[config.mk]
export PLATFORM = sky130hd
export DESIGN_NAME = afe_slot_a_regs
export DESIGN_NICKNAME = d
export VERILOG_FILES = /design/src/inc/afe_pkg.sv /design/src/design/afe_gain_sel.sv /design/src/design/afe_slot_a_regs.sv
export SDC_FILE = /design/constraint.sdc
export NUM_CORES = 1
export LEC_CHECK = 0
export BUFFER_PORTS_ARGS = -buffer_cell sky130_fd_sc_hd__buf_4
export CAP_MARGIN = 20
export CORE_MARGIN = 2
export CORE_UTILIZATION = 55
export DETAILED_ROUTE_END_ITERATION = 8
export GPL_TIMING_DRIVEN = 0
export PLACE_DENSITY = 0.8
export SLEW_MARGIN = 40
export SYNTH_ARGS = -nofsm -noshare
export SYNTH_HDL_FRONTEND = slang
export SYNTH_SLANG_ARGS = --single-unit
[constraint.sdc]
create_clock -name clk_sys -period 3.9 [get_ports clk_sys]
set_clock_uncertainty 0.2 [all_clocks]
set_input_delay 0.78 -clock clk_sys [delete_from_list [all_inputs] [get_ports clk_sys]]
set_output_delay 0.78 -clock clk_sys [all_outputs]
set_load 0.05 [all_outputs]
[src/inc/afe_pkg.sv]
// constants and carrier types for the slot A front-end configuration bank
// assumes a 16-bit register word and an 8-bit register address from the host port
package afe_pkg;

   // register port geometry
   localparam int ADDR_W = 8;                      // register address width
   localparam int DATA_W = 16;                     // register word width

   // register offsets, printed addresses
   localparam logic [7:0] OFS_ORDER = 8'h17;       // integration_order_a
   localparam logic [7:0] OFS_WINDOW = 8'h39;      // integration_window_a
   localparam logic [7:0] OFS_SLOT_CFG = 8'h42;    // afe_slot_config_a
   localparam logic [7:0] OFS_GAIN_TABLE = 8'h55;  // channel_gain_table

   // field positions in integration_order_a
   localparam int ORDER_MSB = 3;                   // pulse_polarity_pattern top bit
   localparam int ORDER_LSB = 0;                   // pulse_polarity_pattern bottom bit

   // field positions in integration_window_a
   localparam int WIDTH_MSB = 15;                  // window_width_a
   localparam int WIDTH_LSB = 11;
   localparam int OFFSET_MSB = 10;                 // window_offset_a
   localparam int OFFSET_LSB = 0;

   // field positions in afe_slot_config_a
   localparam int MODE_MSB = 15;                   // path_mode_a
   localparam int MODE_LSB = 10;
   localparam int BUF_GAIN_BIT = 9;                // buffer_gain_sel_a
   localparam int INT_BUF_BIT = 7;                 // integrator_buffer_a
   localparam int IND_EN_BIT = 6;                  // per_channel_gain_en_a
   localparam int VREF_MSB = 5;                    // amp_reference_a
   localparam int VREF_LSB = 4;
   localparam int RSVD_MSB = 3;                    // reserved pair above the shared gain
   localparam int RSVD_LSB = 2;
   localparam int GAIN_MSB = 1;                    // gain_shared_a
   localparam int GAIN_LSB = 0;

   // field positions in channel_gain_table
   localparam int G2B_MSB = 7;                     // gain_ch2_b
   localparam int G2B_LSB = 6;
   localparam int G4_MSB = 5;                      // gain_ch4_a
   localparam int G4_LSB = 4;
   localparam int G3_MSB = 3;                      // gain_ch3_a
   localparam int G3_LSB = 2;
   localparam int G2_MSB = 1;                      // gain_ch2_a
   localparam int G2_LSB = 0;

   // field reset values
   localparam logic [3:0] RST_PATTERN = 4'h0;      // all pulses normal polarity
   localparam logic [4:0] RST_WIDTH = 5'h04;       // four microseconds
   localparam logic [10:0] RST_OFFSET = 11'h2FC;   // window offset steps
   localparam logic [5:0] RST_MODE = 6'h07;        // required path mode
   localparam logic [1:0] RST_VREF = 2'h3;         // recommended reference
   localparam logic [1:0] RST_RSVD = 2'h2;         // reserved pair default
   localparam logic [1:0] RST_GAIN = 2'h0;         // 200 kohm

   // whole-word reset values built from the fields
   localparam logic [15:0] RST_ORDER = {12'h000, RST_PATTERN};
   localparam logic [15:0] RST_WINDOW = {RST_WIDTH, RST_OFFSET};
   localparam logic [15:0] RST_SLOT_CFG = {RST_MODE, 1'h0, 1'h0, 1'h0, 1'h0, RST_VREF, RST_RSVD, RST_GAIN};
   localparam logic [15:0] RST_GAIN_TABLE = {8'h00, RST_GAIN, RST_GAIN, RST_GAIN, RST_GAIN};

   // timing
   localparam int CLK_PERIOD_NS = 40;              // clk_sys period
   localparam int WIDTH_STEP_NS = 1000;            // window width unit, 1 us
   localparam int WIDTH_STEP_CYC = WIDTH_STEP_NS / CLK_PERIOD_NS;
   localparam int OFFSET_STEP_PS = 31250;          // window offset unit, 31.25 ns

   // transimpedance per gain code, in kohm
   localparam logic [7:0] KOHM_CODE0 = 8'hC8;      // 200
   localparam logic [7:0] KOHM_CODE1 = 8'h64;      // 100
   localparam logic [7:0] KOHM_CODE2 = 8'h32;      // 50
   localparam logic [7:0] KOHM_CODE3 = 8'h19;      // 25

   // amplifier reference per code, in mV
   localparam logic [10:0] VREF_MV_CODE0 = 11'h474; // 1.14 V
   localparam logic [10:0] VREF_MV_CODE1 = 11'h3F2; // 1.01 V
   localparam logic [10:0] VREF_MV_CODE2 = 11'h384; // 0.90 V
   localparam logic [10:0] VREF_MV_CODE3 = 11'h4F6; // 1.27 V

   // decoded configuration handed to the analog path
   typedef struct packed {
      logic pulse_reverse;                         // polarity of the latest pulse
      logic [4:0] window_width;                    // width in 1 us steps
      logic [9:0] window_width_cyc;                // width in clk_sys cycles
      logic [10:0] window_offset;                  // offset in 31.25 ns steps
      logic [5:0] path_mode;                       // path mode field
      logic buffer_gain_sel;                       // 0 unity, 1 gain 0.7
      logic integrator_buffer;                     // integrator as buffer
      logic [1:0] amp_reference;                   // reference code
      logic [10:0] amp_reference_mv;               // reference in mV
      logic [3:0][1:0] gain_code;                  // effective codes, index 0 is channel 1
      logic [3:0][7:0] gain_kohm;                  // effective transimpedance
      logic [1:0] gain_ch2_b;                      // slot B channel 2 effective code
      logic [7:0] gain_ch2_b_kohm;                 // slot B channel 2 transimpedance
   } afe_cfg_type;

   // whole state of the bank except the address hit flag
   typedef struct packed {
      logic [15:0] order_reg;                      // integration_order_a
      logic [15:0] window_reg;                     // integration_window_a
      logic [15:0] slot_cfg_reg;                   // afe_slot_config_a
      logic [15:0] gain_table_reg;                 // channel_gain_table
      logic [1:0] pulse_idx;                       // position in the four-pulse group
      logic [15:0] rd_data;                        // read answer
      logic rd_valid;                              // read answer strobe
      afe_cfg_type cfg;                            // decoded outputs
   } afe_state_type;

endpackage

[src/design/afe_gain_sel.sv]
// one channel's gain selector: shared code or its own code, plus transimpedance
// assumes the caller registers the outputs
`timescale 1ns/100ps
module afe_gain_sel (
   input wire logic ind_en,          // per-channel gains enabled
   input wire logic [1:0] own_code,  // channel's own gain field
   input wire logic [1:0] shared_code, // fallback shared gain field
   output logic [1:0] code,          // effective gain code
   output logic [7:0] kohm           // effective transimpedance in kohm
);

   // own field only counts when individual gains are on
   always_comb begin
      code = ind_en ? own_code : shared_code;
      unique case (code)
         2'h0: kohm = afe_pkg::KOHM_CODE0;
         2'h1: kohm = afe_pkg::KOHM_CODE1;
         2'h2: kohm = afe_pkg::KOHM_CODE2;
         2'h3: kohm = afe_pkg::KOHM_CODE3;
      endcase
   end

endmodule

[src/design/afe_slot_a_regs.sv]
// slot A front-end configuration bank with decoded outputs for the analog path
// assumes a host-side serial front end (I2C or SPI) that turns transfers into
// single-cycle word strobes on the register port below
`timescale 1ns/100ps
module afe_slot_a_regs (
   input wire logic clk_sys,                     // system clock, 25 MHz
   input wire logic rst_n,                       // asynchronous reset, active low
   input wire logic reg_wr_en,                   // write strobe, one cycle
   input wire logic reg_rd_en,                   // read strobe, one cycle
   input wire logic [7:0] reg_addr,              // register address
   input wire logic [15:0] reg_wr_data,          // write word
   output logic [15:0] reg_rd_data,              // read word, held until next read
   output logic reg_rd_valid,                    // read answer strobe
   output logic reg_hit,                         // last access hit a mapped register
   input wire logic slot_start,                  // start of a slot A frame
   input wire logic pulse_strobe,                // one LED pulse of slot A
   input wire logic slot_b_ind_en,               // slot B individual gain enable
   input wire logic [1:0] gain_shared_b,         // slot B shared gain code
   output afe_pkg::afe_cfg_type cfg              // decoded configuration
);

   // state and its next value
   afe_pkg::afe_state_type s;                    // registered state
   afe_pkg::afe_state_type next_s;               // next state
   logic hit;                                    // registered address hit flag
   logic next_hit;                               // next address hit flag

   // gain selector wiring, channels 1..4 of slot A and channel 2 of slot B
   logic [2:0][1:0] own_code;                    // per-channel fields of slot A
   logic [2:0][1:0] sel_code;                    // selected codes of slot A
   logic [2:0][7:0] sel_kohm;                    // selected transimpedance of slot A
   logic [1:0] b2_code;                          // slot B channel 2 selected code
   logic [7:0] b2_kohm;                          // slot B channel 2 transimpedance
   logic [1:0] ch1_code;                         // slot A channel 1 code
   logic [7:0] ch1_kohm;                         // slot A channel 1 transimpedance
   logic ind_en;                                 // per_channel_gain_en_a, post-write
   logic [1:0] shared_code;                      // gain_shared_a, post-write

   // the selectors look at the post-write words so outputs track a write at once
   always_comb begin
      ind_en = next_s.slot_cfg_reg[afe_pkg::IND_EN_BIT];
      shared_code = next_s.slot_cfg_reg[afe_pkg::GAIN_MSB:afe_pkg::GAIN_LSB];
      own_code[0] = next_s.gain_table_reg[afe_pkg::G2_MSB:afe_pkg::G2_LSB];
      own_code[1] = next_s.gain_table_reg[afe_pkg::G3_MSB:afe_pkg::G3_LSB];
      own_code[2] = next_s.gain_table_reg[afe_pkg::G4_MSB:afe_pkg::G4_LSB];
   end

   // channels 2..4 of slot A: own field if enabled, else the shared field
   for (genvar ch = 0; ch < 3; ch++) begin : g_ch
      afe_gain_sel u_sel (
         .ind_en(ind_en),
         .own_code(own_code[ch]),
         .shared_code(shared_code),
         .code(sel_code[ch]),
         .kohm(sel_kohm[ch])
      );
   end

   // channel 1 always takes the shared field, both with and without individual gains
   afe_gain_sel u_ch1 (
      .ind_en(1'b0),
      .own_code(2'h0),
      .shared_code(shared_code),
      .code(ch1_code),
      .kohm(ch1_kohm)
   );

   // slot B channel 2 only honours its field when slot B enables individual gains
   afe_gain_sel u_b2 (
      .ind_en(slot_b_ind_en),
      .own_code(next_s.gain_table_reg[afe_pkg::G2B_MSB:afe_pkg::G2B_LSB]),
      .shared_code(gain_shared_b),
      .code(b2_code),
      .kohm(b2_kohm)
   );

   // next-state logic: register writes, reads, pulse walk and output decode
   always_comb begin
      next_s = s;
      next_hit = hit;
      next_s.rd_valid = 1'b0;

      // writes store the whole word; reserved bits keep what the host wrote
      if (reg_wr_en) begin
         case (reg_addr)
            afe_pkg::OFS_ORDER: begin
               next_s.order_reg = reg_wr_data;
            end
            afe_pkg::OFS_WINDOW: begin
               next_s.window_reg = reg_wr_data;
            end
            afe_pkg::OFS_SLOT_CFG: begin
               next_s.slot_cfg_reg = reg_wr_data;
            end
            afe_pkg::OFS_GAIN_TABLE: begin
               next_s.gain_table_reg = reg_wr_data;
            end
            default: begin
               // unmapped write is dropped
            end
         endcase
      end

      // reads return the pre-write word; unmapped addresses read zero
      if (reg_rd_en) begin
         next_s.rd_valid = 1'b1;
         case (reg_addr)
            afe_pkg::OFS_ORDER: begin
               next_s.rd_data = s.order_reg;
            end
            afe_pkg::OFS_WINDOW: begin
               next_s.rd_data = s.window_reg;
            end
            afe_pkg::OFS_SLOT_CFG: begin
               next_s.rd_data = s.slot_cfg_reg;
            end
            afe_pkg::OFS_GAIN_TABLE: begin
               next_s.rd_data = s.gain_table_reg;
            end
            default: begin
               next_s.rd_data = 16'h0000;
            end
         endcase
      end

      // hit flag reflects the most recent access of either kind
      if (reg_wr_en || reg_rd_en) begin
         next_hit = (reg_addr == afe_pkg::OFS_ORDER) || (reg_addr == afe_pkg::OFS_WINDOW) ||
                    (reg_addr == afe_pkg::OFS_SLOT_CFG) || (reg_addr == afe_pkg::OFS_GAIN_TABLE);
      end

      // a new frame restarts the group at pulse 1
      if (slot_start) begin
         next_s.pulse_idx = 2'h0;
      end

      // each pulse takes its polarity from its bit, then the index wraps after four
      if (pulse_strobe) begin
         next_s.cfg.pulse_reverse = s.order_reg[afe_pkg::ORDER_LSB + int'(next_s.pulse_idx)];
         next_s.pulse_idx = next_s.pulse_idx + 2'h1;
      end

      // window fields; width is also given in clock cycles for the sequencer
      next_s.cfg.window_width = next_s.window_reg[afe_pkg::WIDTH_MSB:afe_pkg::WIDTH_LSB];
      next_s.cfg.window_width_cyc = 10'(next_s.cfg.window_width) * 10'(afe_pkg::WIDTH_STEP_CYC);
      next_s.cfg.window_offset = next_s.window_reg[afe_pkg::OFFSET_MSB:afe_pkg::OFFSET_LSB];

      // mode and integrator options are passed through as written
      next_s.cfg.path_mode = next_s.slot_cfg_reg[afe_pkg::MODE_MSB:afe_pkg::MODE_LSB];
      next_s.cfg.buffer_gain_sel = next_s.slot_cfg_reg[afe_pkg::BUF_GAIN_BIT];
      // the bank does not police the path mode; a wrong combination is the host's to avoid
      next_s.cfg.integrator_buffer = next_s.slot_cfg_reg[afe_pkg::INT_BUF_BIT];

      // amplifier reference code and its voltage
      next_s.cfg.amp_reference = next_s.slot_cfg_reg[afe_pkg::VREF_MSB:afe_pkg::VREF_LSB];
      unique case (next_s.cfg.amp_reference)
         2'h0: next_s.cfg.amp_reference_mv = afe_pkg::VREF_MV_CODE0;
         2'h1: next_s.cfg.amp_reference_mv = afe_pkg::VREF_MV_CODE1;
         2'h2: next_s.cfg.amp_reference_mv = afe_pkg::VREF_MV_CODE2;
         2'h3: next_s.cfg.amp_reference_mv = afe_pkg::VREF_MV_CODE3;
      endcase

      // effective gains; with individual gains off all four follow the shared field
      next_s.cfg.gain_code[0] = ch1_code;
      next_s.cfg.gain_kohm[0] = ch1_kohm;
      for (int ch = 0; ch < 3; ch++) begin
         next_s.cfg.gain_code[ch + 1] = sel_code[ch];
         next_s.cfg.gain_kohm[ch + 1] = sel_kohm[ch];
      end
      next_s.cfg.gain_ch2_b = b2_code;
      next_s.cfg.gain_ch2_b_kohm = b2_kohm;
   end

   // state register; reset loads the documented defaults and matching outputs
   always_ff @(posedge clk_sys or negedge rst_n) begin
      if (!rst_n) begin
         s.order_reg <= afe_pkg::RST_ORDER;
         s.window_reg <= afe_pkg::RST_WINDOW;
         s.slot_cfg_reg <= afe_pkg::RST_SLOT_CFG;
         s.gain_table_reg <= afe_pkg::RST_GAIN_TABLE;
         s.pulse_idx <= 2'h0;
         s.rd_data <= 16'h0000;
         s.rd_valid <= 1'b0;
         s.cfg.pulse_reverse <= 1'b0;
         s.cfg.window_width <= afe_pkg::RST_WIDTH;
         s.cfg.window_width_cyc <= 10'(afe_pkg::RST_WIDTH) * 10'(afe_pkg::WIDTH_STEP_CYC);
         s.cfg.window_offset <= afe_pkg::RST_OFFSET;
         s.cfg.path_mode <= afe_pkg::RST_MODE;
         s.cfg.buffer_gain_sel <= 1'b0;
         s.cfg.integrator_buffer <= 1'b0;
         s.cfg.amp_reference <= afe_pkg::RST_VREF;
         s.cfg.amp_reference_mv <= afe_pkg::VREF_MV_CODE3;
         s.cfg.gain_code <= {4{afe_pkg::RST_GAIN}};
         s.cfg.gain_kohm <= {4{afe_pkg::KOHM_CODE0}};
         s.cfg.gain_ch2_b <= 2'h0;
         s.cfg.gain_ch2_b_kohm <= afe_pkg::KOHM_CODE0;
         hit <= 1'b0;
      end else begin
         s <= next_s;
         hit <= next_hit;
      end
   end

   // outputs come straight from the state flops
   assign reg_rd_data = s.rd_data;
   assign reg_rd_valid = s.rd_valid;
   assign reg_hit = hit;
   assign cfg = s.cfg;

endmodule

**Word level (Yosys, flattened, before mapping)**

Index checks and enable logic that the tools add are counted.

- Multiplexer cells: 20
- Reductions and logical operators: 13
- Eq/ne operators: 22
- Add/sub/neg operators: 1
- $lt $le $gt $ge: 1
- Multipliers: 1

Operator list:

| operator | count |
|---|---|
| 8-bit one-hot mux with 4 select lines | 5 |
| 16-bit one-hot mux with 4 select lines | 1 |
| 16-bit two-way mux | 3 |
| 48-bit two-way mux | 1 |
| 11-bit one-hot mux with 4 select lines | 1 |
| 2-bit equality test, second input constant | 12 |
| 8-bit by 7-bit equality test with 1-bit output, second input constant | 2 |
| 2-bit by 1-bit equality test with 1-bit output, second input constant | 6 |
| 2-bit logical NOT | 6 |
| 2-bit two-way mux | 6 |
| 5-bit by 5-bit multiplier with 10-bit output, second input constant | 1 |
| 8-bit by 5-bit equality test with 1-bit output, second input constant | 1 |
| 8-bit by 6-bit equality test with 1-bit output, second input constant | 1 |
| 2-bit AND reduction | 3 |
| 2-bit by 5-bit less-than comparator with 1-bit output, second input constant | 1 |
| 1-bit logical OR | 4 |
| 2-bit by 1-bit adder with 2-bit output, second input constant | 1 |
| 1-bit binary-select mux with 2-bit select | 1 |
| 1-bit two-way mux | 2 |

- Output and inout bits: 116
- Input bits: 33
- Bits in registers: 182
- Word-level logic and storage cells: 87

**Logic depth before layout (Yosys ltp)**

Gate-level depths: netlist of the first run.

- Depth after elaboration: 6
- Gate-level depth with buffers: 13

**Hierarchy**

Synthesis of the first run repeated with hierarchy kept, for this count alone.

- Cell total of the unflattened synthesis: 582
- Area total of the unflattened synthesis: 7419.6 um^2

Modules (own cells, without submodules):

| module | seq. area each (um^2) | area each (um^2) | times used | cells each |
|---|---|---|---|---|
| afe_slot_a_regs | 3722.3 | 6756.5 | 1 | 522 |
| afe_gain_sel | 0.0 | 132.6 | 5 | 12 |

**Worst setup path after synthesis of the first run**

OpenSTA, ideal clock, no wires.

- Kind: input to register
- Start point: input port reg_addr[2]
- End point: register, netlist name cfg[91]
- Slack: -199 ps
- Arrival time: 3771 ps
- Buffers on the path: 1
- Data required time: 3572 ps
- Stages on the path: 12
- Cells stage by stage: nor4b_2 > nand3_1 > buf_2 > mux2_1 > ha_1 > ha_1 > ha_1 > ha_1 > and3_1 > a221oi_1 > xnor2_1 > xor2_1

RTL lines:

| element | line | source |
|---|---|---|
| from (decl) | afe_slot_a_regs.sv:10 | `input wire logic [7:0] reg_addr,` |

==> summary.txt, run 1 <==
Status
  – Status: finished clean

Worst setup path
  – Worst EP arrival: 3790 ps
  – Max incr delay on CP: 390 ps
  – Worst Path Buf+Inv: 3
  – Worst-path fanout max: 10
  – Slowest-stage cell, CP: mux2_2
  – Crit path top cell by count: ha_1
  – WP data required: 4000 ps
  – CP Launch Type: input pin
  – Crit-path leading delay family: adder cells
  – Crit Path Category: in2reg
  – CP cell instances: buf_4, and4b_1, clkbuf_4, nand3_2, buf_2, mux2_2, ha_1, ha_1, ha_1, ha_1, and3_1, a221oi_2, xnor2_1, xor2_1
  – CP endpoint kind: flip-flop

Power
  – LEAKAGE: 5.023 nW
  – Cell Pwr Density: 419.5 nW/um2
  – Power Total: 0.003880 W
  – Peak VDD IR: ~240 uV

Synth
  – Post-synthesis cell area: around 7300 um2
  – Ys flop type: dfrtp_1
  – Syn Area/Cell: between 10 and 15 um2
  – Warnings from Yosys: 0
  – Number of flops mapped to enable cells by yosys: 0
  – Flops & latches, synth: 146
  – Cell variety after synth: 40
  – Sequential area share after synthesis: 50.64%
  – Ys async rst share: 100.0%
  – Syn Inst Count: 609

Die
  – Die extent in x: 119.2 um
  – Die area: around 14000 um2
  – Starting density of the core: 55.81%
  – Core Box Area: ~13000 um2
  – # IOs: 149
  – Die Span Y: 119.2 um
  – Row Count: 42

Clock network
  – Number of H-tree levels: 4
  – Clock insertion delay at the later pin of the skew report: 420 ps
  – Clock sink total: 146
  – CTS tree: built
  – Clock buffer count from CTS: 17
  – Clock transition at the registers of the reported paths: 60 ps
  – CTS max path bufs: 2
  – CTS Root Cell: clkbuf_16

Drt
  – Routed vias/inst: 5.202
  – First-pass detailed-route iteration total: 5
  – Post-route antenna net violation count: 0
  – Wire per inst: 16.63 um
  – Iter 0 DRT Violations: 309
  – DRT Wirelength: 16050 um
  – Residual DRC: 0
  – Via Count: 5020

Place
  – Routability congestion estimate: 0.7684
  – Dpl hpwl: 11250 um
  – Placed inst area: 8666 um2
  – Port Buf Inserts: ~150
  – Dpl cells: 932

Global routing
  – Initial antenna violation count: 0
  – Wire length of the first global-routing pass: 25490 um
  – Largest net degree at the start of global routing: 80
  – GRT Resource Usage Total: 23.41%
  – Number of global-route vias before repair: 4994
  – GR Overflow Total: 0

Cells and area
  – Nets: ~850
  – Non-Filler Instances: 965
  – Number of fill cells in the layout: 935
  – Post-layout util: between 70% and 80%
  – Ant diodes: 0
  – Fin area: 9250 um2
  – Area growth syn-to-layout: 26.66%
  – Share of layout cells above drive strength 1: between 50% and 60%

Hold path
  – Hold WC Path Type: in2async

STA
  – Final slew viol count: 0
  – Final setup fails: 0
  – Slew headroom: 47.52%
  – Worst-Margin Slew: just under 800 ps
  – Unrepaired setup endpoints after global routing: false
  – Tcrit/Tclk final: 94.65%
  – Period minus WS final: 3691 ps
  – Final Hold Viols: 0
  – FMAX: 270.9 MHz

Job
  – Number of max-cap violations: 0
[state kept, by name (all words and copies together), names as in the netlist]
signal / flops
s: 44
cfg: 84
reg_rd_data: 16
reg_hit: 1
reg_rd_valid: 1
[Yosys cell counts, types with 2 or more instances]
master,n,share of area [%]
mux2_2,73,11
nand4_1,16,1.4
clkbuf_1,10,0.51
a21oi_1,3,0.21
inv_1,28,1.4
or2_2,8,0.69
nor4b_4,2,0.65
xor2_1,5,0.60
a21o_1,4,0.41
nand3_1,68,4.7
buf_2,6,0.41
mux2_1,4,0.62
o21ai_0,7,0.48
buf_1,7,0.36
mux2i_1,16,2.2
nor4bb_1,3,0.41
nand2_1,13,0.67
nand2b_1,2,0.17
xnor2_1,8,0.96
buf_4,114,12
ha_1,37,6.3
nor2_1,12,0.62
dfstp_2,36,13
mux2i_2,2,0.38
dfrtp_1,110,38
[through the flow]
step                      hold slack, ps  setup WS [ps]  TNS [ps]
after floorplan                    279.1          6.679         0
after global placement             287.1         -490.7    -604.3
after detailed placement           292.9         -560.6    -719.6
after CTS                          152.0          69.26         0
after global routing               185.6          51.84         0
final                              140.3          208.7         0
[report_power, final]
| part | switching [W] | leakage (nW) | internal, W | total [W] |
|---|---|---|---|---|
| clock | 0.000603 | 0.271 | 0.000939 | 0.00154 |
| sequential | 0.0000437 | 1.88 | 0.00162 | 0.00166 |
| combinational | 0.000418 | 2.87 | 0.000258 | 0.000676 |
[final timing paths]
path | depth (start not counted) | startpoint | end | slack [ps]
hold / removal | 1 | rst_n | reg_rd_data[15] | 140
min in group clk_sys | 1 | reg_rd_en | reg_rd_valid | 270
setup / recovery | 14 | reg_addr[4] | cfg[91] | 210
setup reg to reg | 11 | cfg[95] | cfg[91] | 960
hold reg to reg | 1 | s[174] | s[174] | 310
max in group asynchronous | 2 | rst_n | cfg[84] | 2590
[cells in the final DEF, fill, tap and decap left out, types with 5 or more instances in the layout]
cell | netlist | layout
nand3_1 | 68 | 67
clkbuf_16 | 0 | 17
buf_2 | 6 | 6
nand2_1 | 13 | 13
buf_4 | 114 | 259
mux2i_1 | 16 | 16
dfrtp_1 | 110 | 110
xor2_1 | 5 | 5
ha_1 | 37 | 37
nor2_1 | 12 | 12
nand4_1 | 16 | 16
inv_1 | 28 | 28
buf_1 | 7 | 7
clkbuf_1 | 10 | 11
or2_2 | 8 | 8
o21ai_0 | 7 | 7
xnor2_1 | 8 | 8
dfstp_2 | 36 | 36
mux2_2 | 73 | 73
[cell families (layout without fill, tap and decap cells)]
| logic type | after synthesis | in the layout | synth area share, % |
|---|---|---|---|
| AO/OA/AOI/OAI | 18 | 18 | 1.542 |
| XOR/XNOR | 13 | 13 | 1.559 |
| adder cells (fa/ha/maj) | 38 | 38 | 6.613 |
| buffers and inverters | 166 | 345 | 14.60 |
| flip-flops | 146 | 146 | 50.64 |
| multiplexers | 96 | 96 | 14.75 |
| other | 1 | 2 | 0.05135 |
| AND/OR/NAND/NOR | 131 | 131 | 10.25 |
[metal layers]
| layer | GRT usage (%) | vias to the layer above | share of wire, % |
|---|---|---|---|
| met5 | 0 | - | 0 |
| met4 | 8.929 | 0 | 1.9 |
| met3 | 5.029 | 34 | 6.1 |
| met2 | 40.16 | 193 | 52 |
| met1 | 29.03 | 2505 | 40 |
| li1 | - | 2288 | - |
[cell type report]
cell class                 instances  area, um2  area share (%)
sequential                       146       3699           39.98
multi-input combinational        298       2562           27.70
timing repair buffer             147       1131           12.23
buffer                           138      964.7           10.43
clock buffer                      23      488.0           5.275
tap                              176      220.2           2.381
inverter                          28      105.1           1.136
clock inverter                     9      80.08          0.8657
[repair_timing]
item / 4_1_cts / 5_1_grt
setup buffers: 1 / 0
setup endpoints to repair: 1 / 1
gates resized for setup: 0 / 3
pin swaps: 1 / 0
hold buffers: 0 / 0
(Power assumes the default switching activity.)
==> run 2, diff against run 1 <==
Settings changed: CORE_UTILIZATION 55 to 30, PLACE_DENSITY 0.8 to unset, SKIP_LAST_GASP set to 1.
==> run 2 against run 1 <==
Total power up 5.4%. Routed wire length up 5.5%. Global-route usage shrank 9.6 points. Register-to-register slack barely moved. Worst hold slack better by 140 ps. Clock-buffer cell count shrank 5. Die area is 80% higher. Critical path type unchanged.
==> summary.txt, run 2 (synthesis results as in run 1) <==
Status
  – Status: finished clean

Cells and area
  – Area growth syn-to-layout: 30.58%
  – Most frequent cells in the layout: buf_4 (259), dfrtp_1 (110), mux2_2 (73)
  – Fin area: 9537 um2 (+3.1%)
  – Max reg flops: 84 (unchanged)
  – Largest reg by FF count: cfg
  – Ant diodes: 0 (unchanged)
  – Nets: 849 (+0.24%)
  – Share of layout cells above drive strength 1: 54.11% (+0.12 points)
  – Commonest non-fill, non-tap cell in the layout: buf_4
  – Non-Filler Instances: 1115 (+16%)

Worst setup path
  – CP endpoint kind: flip-flop
  – WP data required: 4040 ps (+40 ps)
  – Worst-path fanout max: 10 (unchanged)
  – Worst R2R Setup Slack: 960 ps (about the same)
  – Worst EP arrival: 3930 ps (+140 ps)
  – Crit Path Category: in2reg
  – CP Launch Type: input pin

Power
  – LEAKAGE: 5.068 nW (+0.90%)
  – Power Total: 0.004089 W (+5.4%)
  – Cell Pwr Density: 428.8 nW/um2 (+2.2%)
  – Peak VDD IR: 224.2 uV (-7.0%)

Clock network
  – Clock sink total: 146 (unchanged)
  – Clock insertion delay at the later pin of the skew report: 420 ps (about the same)
  – Clock buffer count from CTS: 17 (unchanged)
  – CTS max path bufs: 2 (unchanged)
  – Clock transition at the registers of the reported paths: 60 ps (about the same)
  – CTS Root Cell: clkbuf_16
  – CTS tree: built
  – Number of H-tree levels: 4 (unchanged)

Drt
  – Post-route antenna net violation count: 0 (unchanged)
  – Via Count: 4806 (-4.3%)
  – Wire per inst: 15.19 um (-8.7%)
  – Iter 0 DRT Violations: 257 (-17%)
  – DRT Wirelength: 16930 um (+5.5%)
  – First-pass detailed-route iteration total: 4 (-1)
  – Residual DRC: 0 (unchanged)
  – Routed vias/inst: 4.310 (-17%)

Job
  – Number of max-cap violations: 0 (unchanged)

Die
  – Core Box Area: 24110 um2 (+84%)
  – Die area: 25610 um2 (+80%)
  – # IOs: 149 (unchanged)
  – Row Count: 57 (+36%)
  – Starting density of the core: 30.30% (-26 points)
  – Die extent in x: 160.0 um (+34%)
  – Die Span Y: 160.0 um (+34%)

STA
  – Final Hold Viols: 0 (unchanged)
  – Period minus WS final: 3785 ps (+93.26 ps)
  – Tcrit/Tclk final: 97.04% (+2.4 points)
  – FMAX: 264.2 MHz (-2.5%)
  – Hold slack: 280.6 ps (+140.3 ps)
  – Unrepaired setup endpoints after global routing: false
  – Worst-Margin Slew: 798.7 ps (+14.84 ps)
  – Final setup fails: 0 (unchanged)
  – Final slew viol count: 0 (unchanged)
  – Slew headroom: 46.53% (-0.99 points)

Global routing
  – Number of global-route vias before repair: 4911 (-1.7%)
  – Largest net degree at the start of global routing: 72 (-10%)
  – Initial antenna violation count: 0 (unchanged)
  – Wire length of the first global-routing pass: 27320 um (+7.2%)
  – GRT Resource Usage Total: 13.80% (-9.6 points)
  – GR Overflow Total: 0 (unchanged)

Place
  – Dpl cells: 1081 (+16%)
  – Placed inst area: 8879 um2 (+2.5%)
  – Routability congestion estimate: 0.7387 (-3.9%)
  – Port Buf Inserts: 145 (unchanged)
  – Dpl hpwl: 12230 um (+8.7%)

Hold path
  – Hold WC Path Type: in2reg
-- run 2: changes by cell type in the layout (fill, tap and decap cells not counted), sizes merged --
cell         previous run  this run
clkbuf                 33        28
inv                    28        32
bufinv                  1         4
buf                   275       276
clkinv                  4         3
clkinvlp                4         3
dlygate4sd3             0         1
-- run 2: final timing paths --
check,from,to,cells after the start
setup reg to reg,cfg[95],cfg[91],11
hold reg to reg,reg_hit,reg_hit,1
max in group asynchronous,rst_n,cfg[65],4
min in group asynchronous,rst_n,cfg[23],2
hold / removal,reg_rd_en,reg_rd_valid,1
setup / recovery,reg_addr[7],cfg[91],14
-- run 2: power breakdown --
part | internal, W | leakage [nW] | switching, W
logic | 0.000261 | 2.89 | 0.000419
clock network | 0.00108 | 0.299 | 0.000669
registers | 0.00162 | 1.88 | 0.0000413
-- run 2: area by class of cell --
type,instances,area (um2)
Fill cell,2381,14570
Sequential cell,146,3699
Multi-Input combinational cell,298,2562
Timing Repair Buffer,149,1169
Buffer,138,964.7
Clock buffer,18,429.2
Tap cell,324,405.4
Clock inverter,14,202.7
Inverter,28,105.1
-- run 2: layer usage --
metal,track usage [%],up-vias,share of wire (%)
li1,-,2294,-
met1,18.47,2356,46
met2,22.00,139,47
met3,3.481,17,5.4
met4,4.382,0,1.4
met5,0,-,0
-- run 2: worst max-delay path, cell delays in order --
cell and delay, ps:
buf_4 130, and4b_1 260, clkbuf_4 240, nand3_2 140, buf_2 240, mux2_1 380
ha_1 200, ha_1 180, ha_1 270, ha_1 330, and3_1 190, a221oi_2 270
xnor2_1 160, xor2_1 160
-- run 2: through the flow --
stage          worst slack (ps)  TNS [ps]  utilization, %
2_1_floorplan             6.679         0               -
3_3_place_gp             -651.8     -1139           36.57
3_5_place_dp             -638.9     -1079           36.83
4_1_cts                   3.927         0           39.53
5_1_grt                  0.2753         0           39.56
6_report                  115.5         0           39.56
-- run 2: timing repair --
action / in CTS / in global routing
endpoints found under the setup margin: 1 / 1
buffers inserted: 1 / 0
resized for setup: 0 / 3
endpoints found under the hold margin: 11 / 0
pin swaps: 1 / 0
hold buffers: 1 / 0
